File: src/stx_pkg.sv
/*
 * shared constants and types for the transmitter serial input stage:
 * input formats, word widths, msb delays, oversampling ratios.
 * assumes every user writes stx_pkg::name; nothing is imported.
 */
`default_nettype none

package stx_pkg;

	// ----------------------------------------------------------------
	// input format and word width codes
	// ----------------------------------------------------------------
	typedef enum logic [1:0] {
		STX_FMT_I2S = 2'h0,
		STX_FMT_LJ  = 2'h1,
		STX_FMT_RJ  = 2'h2
	} stx_fmt_t;

	typedef enum logic [1:0] {
		STX_W16 = 2'h0,
		STX_W18 = 2'h1,
		STX_W20 = 2'h2,
		STX_W24 = 2'h3
	} stx_width_t;

	// ----------------------------------------------------------------
	// word lengths and bit-clock delays from frame sync edge to msb
	// ----------------------------------------------------------------
	localparam logic [5:0] STX_BITS_16   = 6'h10;
	localparam logic [5:0] STX_BITS_18   = 6'h12;
	localparam logic [5:0] STX_BITS_20   = 6'h14;
	localparam logic [5:0] STX_BITS_24   = 6'h18;
	localparam logic [5:0] STX_RJ_DLY_16 = 6'h10;
	localparam logic [5:0] STX_RJ_DLY_18 = 6'h0E;
	localparam logic [5:0] STX_RJ_DLY_20 = 6'h0C;
	localparam logic [5:0] STX_RJ_DLY_24 = 6'h08;
	localparam logic [5:0] STX_I2S_DLY   = 6'h01;
	localparam logic [5:0] STX_LJ_DLY    = 6'h00;
	localparam logic [5:0] STX_POS_MAX   = 6'h3F;
	localparam int         STX_SAMPLE_W  = 24;

	// ----------------------------------------------------------------
	// oversampling ratios and biphase cells per frame
	// ----------------------------------------------------------------
	localparam logic [9:0] STX_OSR_256       = 10'h100;
	localparam logic [9:0] STX_OSR_384       = 10'h180;
	localparam logic [9:0] STX_BIPHASE_FRAME = 10'h080;

endpackage

`default_nettype wire

File: src/stx_serial_in.sv
/*
 * serial audio input stage of the biphase transmitter: deserialises
 * left-justified, i2s or right-justified stereo words and divides the
 * oversampling clock down to the biphase rate.
 * assumes all pins are asynchronous to clock and that the bit clock and
 * oversampling clock run well below a quarter of the clock rate.
 * configuration inputs are not resynchronised; change them only while idle.
 */
`timescale 1ns/1ns
`default_nettype none

module stx_serial_in (
	// system
	input  wire logic        clock,
	input  wire logic        sys_rst,
	// configuration, same clock domain
	input  wire logic [1:0]  format_sel,
	input  wire logic [1:0]  width_sel,
	input  wire logic        ratio_384,
	// serial input pins
	input  wire logic        bit_clk_pin,
	input  wire logic        frame_sync_pin,
	input  wire logic        data_pin,
	input  wire logic        oversampling_clock_in,
	// sample output
	output var  logic [23:0] left_sample,
	output var  logic [23:0] right_sample,
	output var  logic        sample_valid,
	// biphase timing
	output var  logic        biphase_tick,
	output var  logic        biphase_clk
);

	// ----------------------------------------------------------------
	// helpers
	// ----------------------------------------------------------------
	function automatic logic [5:0] word_bits(input logic [1:0] w);
		case (stx_pkg::stx_width_t'(w))
			stx_pkg::STX_W16: word_bits = stx_pkg::STX_BITS_16;
			stx_pkg::STX_W18: word_bits = stx_pkg::STX_BITS_18;
			stx_pkg::STX_W20: word_bits = stx_pkg::STX_BITS_20;
			default:          word_bits = stx_pkg::STX_BITS_24;
		endcase
	endfunction

	function automatic logic [5:0] msb_delay(input logic [1:0] f, input logic [1:0] w);
		msb_delay = stx_pkg::STX_I2S_DLY;
		if (f == stx_pkg::STX_FMT_LJ) begin
			msb_delay = stx_pkg::STX_LJ_DLY;
		end else if (f == stx_pkg::STX_FMT_RJ) begin
			case (stx_pkg::stx_width_t'(w))
				stx_pkg::STX_W16: msb_delay = stx_pkg::STX_RJ_DLY_16;
				stx_pkg::STX_W18: msb_delay = stx_pkg::STX_RJ_DLY_18;
				stx_pkg::STX_W20: msb_delay = stx_pkg::STX_RJ_DLY_20;
				default:          msb_delay = stx_pkg::STX_RJ_DLY_24;
			endcase
		end
	endfunction

	function automatic logic [1:0] osr_divisor(input logic sel);
		logic [9:0] ratio;
		ratio       = sel ? stx_pkg::STX_OSR_384 : stx_pkg::STX_OSR_256;
		osr_divisor = 2'(ratio / stx_pkg::STX_BIPHASE_FRAME);
	endfunction

	function automatic logic [5:0] next_pos(input logic seen, input logic fs_edge,
		input logic [5:0] p);
		// until the first sync edge the count parks outside every word window
		if (!seen) begin
			next_pos = stx_pkg::STX_POS_MAX;
		end else if (fs_edge) begin
			next_pos = 6'h00;
		end else if (p == stx_pkg::STX_POS_MAX) begin
			next_pos = stx_pkg::STX_POS_MAX;
		end else begin
			next_pos = p + 6'h01;
		end
	endfunction

	function automatic logic left_channel(input logic [1:0] f, input logic fs);
		// i2s and unused code 3 take the i2s polarity
		if (f == stx_pkg::STX_FMT_LJ || f == stx_pkg::STX_FMT_RJ) begin
			left_channel = fs;
		end else begin
			left_channel = ~fs;
		end
	endfunction

	function automatic logic [23:0] align_left(input logic [23:0] w, input logic [5:0] bits);
		// excess early bits fall off the top
		align_left = w << (6'(stx_pkg::STX_SAMPLE_W) - bits);
	endfunction

	// ----------------------------------------------------------------
	// state
	// ----------------------------------------------------------------
	typedef struct packed {
		logic [1:0]  bck_sync;
		logic        bck_d;
		logic [1:0]  fs_sync;
		logic [1:0]  dat_sync;
		logic [1:0]  osc_sync;
		logic        osc_d;
		logic [2:0]  warm;
		logic        seen;
		logic        fs_last;
		logic [5:0]  pos;
		logic [23:0] shift;
		logic [23:0] left_w;
		logic [23:0] right_w;
		logic        valid;
	} stx_state_t;

	stx_state_t st_reg;
	stx_state_t st_next;

	logic       armed;
	logic       bck_rise;
	logic       osc_rise;
	logic [1:0] divisor;

	// ----------------------------------------------------------------
	// edge detection
	// ----------------------------------------------------------------
	// edges stay masked until the sync chain refills after reset, so a pin
	// idling high gives no false rise; the first sync stage stays private
	assign armed    = st_reg.warm[2];
	assign bck_rise = armed & st_reg.bck_sync[1] & ~st_reg.bck_d;
	assign osc_rise = armed & st_reg.osc_sync[1] & ~st_reg.osc_d;
	assign divisor  = osr_divisor(ratio_384);

	// ----------------------------------------------------------------
	// deserialiser
	// ----------------------------------------------------------------
	always_comb begin
		logic [5:0]  pos;
		logic [5:0]  msb;
		logic [5:0]  bits;
		logic [5:0]  last;
		logic        fs;
		logic        is_left;
		logic [23:0] sh;
		pos     = 6'h00;
		msb     = msb_delay(format_sel, width_sel);
		bits    = word_bits(width_sel);
		last    = msb + bits - 6'h01;
		fs      = st_reg.fs_sync[1];
		is_left = 1'b0;
		sh      = st_reg.shift;

		st_next          = st_reg;
		st_next.bck_sync = {st_reg.bck_sync[0], bit_clk_pin};
		st_next.fs_sync  = {st_reg.fs_sync[0], frame_sync_pin};
		st_next.dat_sync = {st_reg.dat_sync[0], data_pin};
		st_next.osc_sync = {st_reg.osc_sync[0], oversampling_clock_in};
		st_next.bck_d    = st_reg.bck_sync[1];
		st_next.osc_d    = st_reg.osc_sync[1];
		st_next.warm     = {st_reg.warm[1:0], 1'b1};
		st_next.valid    = 1'b0;

		// fs and data share the bit clock's sync delay, so they line up
		if (bck_rise) begin
			pos             = next_pos(st_reg.seen, fs != st_reg.fs_last, st_reg.pos);
			st_next.seen    = 1'b1;
			st_next.fs_last = fs;
			st_next.pos     = pos;
			is_left         = left_channel(format_sel, fs);
			if (st_reg.seen && pos >= msb && pos <= last) begin
				sh            = {st_reg.shift[22:0], st_reg.dat_sync[1]};
				st_next.shift = sh;
				if (pos == last) begin
					// left word is stored silently; the right word closes the pair
					if (is_left) begin
						st_next.left_w = align_left(sh, bits);
					end else begin
						st_next.right_w = align_left(sh, bits);
						st_next.valid   = 1'b1;
					end
				end
			end
		end
	end

	always_ff @(posedge clock) begin
		if (sys_rst) begin
			st_reg <= '0;
		end else begin
			st_reg <= st_next;
		end
	end

	// ----------------------------------------------------------------
	// biphase clock divider
	// ----------------------------------------------------------------
	// edges are seen through the synchroniser, so the oversampling clock
	// must stay below a quarter of clock; faster clocks lose edges
	stx_biphase_div u_div (
		.clock        (clock),
		.sys_rst      (sys_rst),
		.divisor      (divisor),
		.edge_tick    (osc_rise),
		.biphase_tick (biphase_tick),
		.biphase_clk  (biphase_clk)
	);

	// ----------------------------------------------------------------
	// sample outputs
	// ----------------------------------------------------------------
	assign left_sample  = st_reg.left_w;
	assign right_sample = st_reg.right_w;
	assign sample_valid = st_reg.valid;

endmodule

`default_nettype wire

File: src/stx_biphase_div.sv
/*
 * divides oversampling clock edges down to the biphase cell rate.
 * assumes edge_tick is a one-cycle pulse per oversampling clock rise,
 * already synchronised to clock.
 */
`timescale 1ns/1ns
`default_nettype none

module stx_biphase_div (
	// system
	input  wire logic       clock,
	input  wire logic       sys_rst,
	// control
	input  wire logic [1:0] divisor,
	input  wire logic       edge_tick,
	// biphase timing
	output var  logic       biphase_tick,
	output var  logic       biphase_clk
);

	// ----------------------------------------------------------------
	// state
	// ----------------------------------------------------------------
	typedef struct packed {
		logic [1:0] cnt;
		logic       tick;
		logic       lvl;
	} stx_div_t;

	stx_div_t div_reg;
	stx_div_t div_next;

	always_comb begin
		div_next      = div_reg;
		div_next.tick = 1'b0;
		if (edge_tick) begin
			if (div_reg.cnt >= divisor - 2'h1) begin
				div_next.cnt  = 2'h0;
				div_next.tick = 1'b1;
				div_next.lvl  = ~div_reg.lvl;
			end else begin
				div_next.cnt = div_reg.cnt + 2'h1;
			end
		end
	end

	always_ff @(posedge clock) begin
		if (sys_rst) begin
			div_reg <= '0;
		end else begin
			div_reg <= div_next;
		end
	end

	assign biphase_tick = div_reg.tick;
	assign biphase_clk  = div_reg.lvl;

endmodule

`default_nettype wire

File: config.mk
export PLATFORM = sky130hd
export DESIGN_NAME = stx_serial_in
export DESIGN_NICKNAME = d
export VERILOG_FILES = /design/src/stx_pkg.sv /design/src/stx_serial_in.sv /design/src/stx_biphase_div.sv
export SDC_FILE = /design/constraint.sdc
export NUM_CORES = 1
export LEC_CHECK = 0
export ABC_AREA = 1
export BUFFER_PORTS_ARGS = -buffer_cell sky130_fd_sc_hd__buf_2
export CAP_MARGIN = 10
export CORE_MARGIN = 5
export CORE_UTILIZATION = 30
export CTS_BUF_LIST = sky130_fd_sc_hd__clkbuf_4 sky130_fd_sc_hd__clkbuf_8 sky130_fd_sc_hd__clkbuf_16
export CTS_CLUSTER_DIAMETER = 50
export DETAILED_ROUTE_END_ITERATION = 16
export GPL_TIMING_DRIVEN = 0
export MAX_ROUTING_LAYER = met4
export SYNTH_ARGS = -nofsm -noshare
export SYNTH_HDL_FRONTEND = slang
export SYNTH_SLANG_ARGS = --single-unit
File: constraint.sdc
create_clock -name clock -period 3.4 [get_ports clock]
set_input_delay 0.17 -clock clock [delete_from_list [all_inputs] [get_ports clock]]
set_output_delay 0.17 -clock clock [all_outputs]
set_load 0.005 [all_outputs]
# After elaboration in Yosys (flattened, before gate mapping)
# Cells that the tools add are included.
[totals]
ff_bits = 98
input_bits = 11
out_inout_bits = 51
wordCells = 77
[op_classes]
addsub = 6
n_lt_le_gt_ge = 3
n_eq_ne = 7
shift = 1
n_mux = 19
bitwise = 13
n_reduce_logical = 10
[op_table]
columns = ["op", "count"]
rows = [
  ["two-way mux 82 bit", 1],
  ["two-way mux 81 bit", 1],
  ["two-way mux 73 bit", 1],
  ["two-way mux 49 bit", 1],
  ["two-way mux 25 bit", 1],
  ["two-way mux 24 bit", 1],
  ["two-way mux 6 bit", 4],
  ["<< shifter 24 x 6 -> 24 bit", 1],
  ["case mux 5 bit (3 select lines)", 1],
  ["case mux 4 bit (3 select lines)", 1],
  ["two-way mux 5 bit", 2],
  ["inverter 1 bit", 9],
  ["two-way mux 8 bit", 1],
  ["AND reduction 4 bit", 2],
  ["adder 6 x 1 -> 6 bit, second input constant", 1],
  ["adder 6 bit", 1],
  ["== test 6 bit", 1],
  ["== test 6 bit, second input constant", 1],
  [">= comparator 6 bit", 1],
  ["<= comparator 6 bit", 1],
  ["subtractor 5 x 6 -> 6 bit, first input constant", 1],
  ["subtractor 6 x 1 -> 6 bit, second input constant", 1],
  ["bitwise AND 1 bit", 4],
  ["== test 2 x 1 -> 1 bit, second input constant", 2],
  ["13 further kinds", 18],
]

# Depth between registers and ports, before layout
[depth]
ltp_word = 11
depth_mapped = 23
depth_no_buf = 22

# Hierarchy
# From an unflattened synthesis, not the netlist that was laid out.
[hier_totals]
cells_unflattened = 855
hier_area_um2 = 5624.1
[by_module_without_submodules]
columns = ["mod", "instances", "cells_per_inst", "area_per_inst_um2", "seq_area_each_um2"]
rows = [
  ["stx_serial_in", 1, 824, 5411.4, 1861.8],
  ["stx_biphase_div", 1, 31, 212.7, 80.1],
]

# Worst setup path before layout
# OpenSTA, ideal clock, no wires.
[synth_path]
path_kind = "input-to-reg"
start = "in width_sel[1]"
end = "reg st_reg, in the netlist left_sample[8]"
setup_ps = 113
t_arrival_ps = 3493
required_time_ps = 3287
slack_ps = -205
path_stages = 20
n_path_buf = 3
cell_sequence = "inv_1 -> ha_1 -> clkbuf_1 -> clkbuf_1 -> nand3_1 -> ha_1 -> inv_1 -> ha_1 -> fa_1 -> a221oi_1 -> ha_1 -> nand2_1 -> nor2_1 -> o21ai_0 -> o211ai_1 -> a21boi_4 -> nand3_2 -> buf_2 -> nor2_1 -> nor2_1"
[synth_via]
elab_chain_len = 9
[synth_rtl]
columns = ["item", "line", "rtl"]
rows = [
  ["start, declared", "stx_serial_in.sv:18", "input wire logic [1:0] width_sel,"],
  ["== test 2 bit, or another cell as far along", "stx_serial_in.sv:38, stx_serial_in.sv:51", ""],
  ["case mux 5 bit (3 select lines)", "stx_serial_in.sv:51", "case (stx_pkg::stx_width_t'(w))"],
  ["two-way mux 5 bit", "stx_serial_in.sv:50", "end else if (f == stx_pkg::STX_FMT_RJ) begin"],
  ["two-way mux 5 bit", "stx_serial_in.sv:48", "if (f == stx_pkg::STX_FMT_LJ) begin"],
  ["adder 6 bit", "stx_serial_in.sv:146", "last = msb + bits - 6'h01;"],
  ["subtractor 6 x 1 -> 6 bit", "stx_serial_in.sv:146", ""],
  ["<= comparator 6 bit", "stx_serial_in.sv:168", "if (st_reg.seen && pos >= msb && pos <= last) begin"],
  ["logical AND 1 bit", "stx_serial_in.sv:168", ""],
  ["AND reduction 4 bit (no line)", "--", ""],
  ["end signal, assigned", "stx_serial_in.sv:188", "st_reg <= st_next;"],
  ["end, declared", "stx_serial_in.sv:114", "stx_state_t st_reg;"],
]
# Parallel ways exist; a longest one is shown, timed or not.
# A chain may end at the register's enable or synchronous reset.

# Worst setup path in the final report
[layout_path]
start = "in width_sel[1]"
end = "reg st_reg, in the netlist left_sample[21]"
# Same word-level chain as after synthesis.

==> flow_summary.json <==
{
  "grt_pass1_wl_microns": 24170,
  "ys_seq_elements": 97,
  "core_area_sq_mm": 0.01858,
  "rsz0062_at_grt": "yes",
  "grt_pass1_vias": 4885,
  "layout-drive-gt1-share_pct": 20.85,
  "io_buffers": 60,
  "setup_viol": 0,
  "slew_headroom_pct": 57.67,
  "finalWeightedCongestion": 0.9356,
  "synthesis.nets": 897,
  "viasPerCell": 4.427,
  "outcome": "complete, no violations",
  "antenna_cells": 0,
  "tightest_slew_ns": 0.6326,
  "cts_buffer_depth": 2,
  "drcViolationCount": 0,
  "utilization_pct": 37.41,
  "numCtsBuffers": 9,
  "ys_seq_area_share_pct": 34.57,
  "finalNetCount": 982,
  "die-area_sq_mm": 0.02156,
  "drt-pass1-iter-count": 4,
  "synth_cell_types": 33,
  "netlist_area_sq_mm": 0.005618,
  "period_share_pct": 97.55,
  "arrival_ns": 3.61,
  "endpoint_kind": "flop",
  "min_path_type": "in2reg",
  "final_common_cell": "nand2_1",
  "area_growth_syn_to_layout_pct": 23.74,
  "largest_reg_flops": 35,
  "cp.required_ns": 3.70,
  "ant_nets": 0,
  "dpl_worst_slack_ns": -0.9298,
  "root_buffer": "clkbuf_16",
  "cts_tree": "yes",
  "routed_wl_microns": 14910,
  "crit_type": "in2reg",
  "initial_utilization_pct": 30.24,
  "final_cells": 1179,
  "fillCellCount": 2023,
  "fmax_mhz": 301.5,
  "fin_crit_ns": 3.317,
  "vdd_drop_max_v": 0.0001977,
  "antenna_found_initial": 0,
  "p_leak_nw": 3.463,
  "cts_num_sinks": 97,
  "insertion_delay_ns": 0.35,
  "grt_max_degree": 17,
  "ys.warnings.count": 0,
  "hold_buffers": 0,
  "syn_avg_cell_area_sq_um": 6.571,
  "placementRows": 50,
  "drtIter0Drc": 327,
  "overflow": 0,
  "wire_per_inst_microns": 12.64,
  "setup_ws_ns": 0.08323,
  "die_h_microns": 146.8,
  "drv_cap": 0,
  "die_w_microns": 146.8,
  "num_io_pins": 62,
  "maxSlewViolCount": 0,
  "htreeDepth": 3,
  "power.density_mw_per_mm2": 350.3,
  "startpoint_type": "input port",
  "dpl_cell_area_sq_mm": 0.006233,
  "final_cell_mix": "nand2_1, inv_1, nor2_1",
  "placedCellCount": 1149,
  "hold_viol_final": 0,
  "syn_inst": 855,
  "hpwl_microns": 11410,
  "grtUsageTotal_pct": 14.15,
  "clk_transition_reported_paths_ns": 0.07,
  "vias": 5220,
  "clock_skew_ns": 0.008441,
  "cp_max_fo": 6,
  "fin_area_sq_mm": 0.006952
}
-- path summary, 6_finish.rpt --
path	startpoint	end	slack (ns)	cells past startpoint
setup / recovery	width_sel[1]	left_sample[21]	0.08	22
hold / removal	oversampling_clock_in	st_next[86]	0.02	3
setup reg to reg	st_reg[74]	left_sample[10]	0.32	22
hold reg to reg	st_next[86]	st_next[84]	0.40	2
-- repair_timing --
item / in CTS / in global routing
setup endpoints to repair: 72 / 72
pin swaps: 5 / 16
buffers inserted: 3 / 8
cloned: 2 / 4
resized for setup: 34 / 38
-- critical path, stage by stage --
cell and delay [ns]:
buf_6 0.11, inv_6 0.05, ha_4 0.12, buf_6 0.12, buf_8 0.10, nand3_4 0.08
ha_4 0.27, inv_2 0.04, ha_4 0.16, fa_2 0.39, a221oi_4 0.29, ha_1 0.30
buf_6 0.13, a21oi_2 0.10, o211ai_1 0.17, a21boi_4 0.28, buf_12 0.17, nand3_4 0.15
clkbuf_16 0.22, nand2_1 0.05, nand2_1 0.05, nor2_1 0.10
-- layout make-up --
cell class | instances | area (sq um) | area share (%)
Multi-Input combinational cell | 527 | 2785 | 40.06
Sequential cell | 97 | 1942 | 27.93
Buffer | 84 | 599.3 | 8.621
Inverter | 145 | 551.8 | 7.937
Timing Repair Buffer | 76 | 499.2 | 7.181
Tap cell | 234 | 292.8 | 4.212
Clock buffer | 10 | 239.0 | 3.438
Clock inverter | 6 | 42.54 | 0.6120
-- per-layer routing --
| metal | track usage [%] | share of wire, % |
|---|---|---|
| met2 | 22.10 | 46 |
| met1 | 18.22 | 48 |
| met3 | 2.899 | 4.1 |
| met4 | 4.939 | 2.0 |
| met5 | - | 0 |
-- power by group --
group,switching [W],leakage [nW],internal [W],total [W]
clock network,0.000453,0.135,0.000517,0.000970
registers,0.00000373,0.784,0.00114,0.00115
logic,0.000202,2.54,0.000116,0.000318
-- stage by stage --
step | hold WS [ns] | power, W | setup TNS, ns
final | 0.02227 | 0.002435 | 0
after global routing | 0.02894 | 0.002559 | -2.227
after CTS | 0.01930 | 0.002416 | 0
after detailed placement | 0.3824 | 0.001442 | -62.96
after global placement | 0.3782 | 0.001438 | -59.79
after floorplan | 0.2770 | 0.001364 | 0
-- logic make-up (layout without fill, tap and decap cells) --
kind of cell / Yosys count / in the layout / synth area share (%)
and+or+nand+nor: 394 / 395 / 28.98
adders and majority gates: 31 / 31 / 7.038
muxes: 2 / 2 / 0.3564
buffers and inverters: 232 / 321 / 19.00
AOI/OAI and AO/OA: 95 / 95 / 9.443
DFF: 97 / 97 / 34.57
xor gates and xnor gates: 4 / 4 / 0.6235
-- synth_stat cells --
cell type  number  area share, %
o211ai_1        3           0.40
o21ai_1         2           0.18
nor3_1          3           0.27
a211oi_1        1           0.13
dfxtp_1        97             35
fa_1            1           0.36
buf_2          13            1.2
o221ai_1        1           0.16
inv_1         141            9.4
a21boi_4        1           0.33
nand3_4         1           0.31
inv_2           4           0.27
o22ai_1         5           0.56
a21oi_1        32            2.9
nand3_1        44            3.9
nor2_1        111            7.4
nand2_1       210             14
nand2_2         1           0.11
xnor2_1         4           0.62
ha_1           30            6.7
nand3b_1        1           0.13
clkbuf_1       23            1.5
mux2i_1         2           0.36
nand4_1        19            2.1
o21ai_0        44            3.9
nand3_2         1           0.18
nor2_4          1           0.20
a22oi_1         1           0.13
a221oi_1        5           0.78
nor3_2          1           0.18
or2_2           1           0.11
buf_1           3           0.20
buf_4          48            6.4
Power figures use the tool's default switching activity.
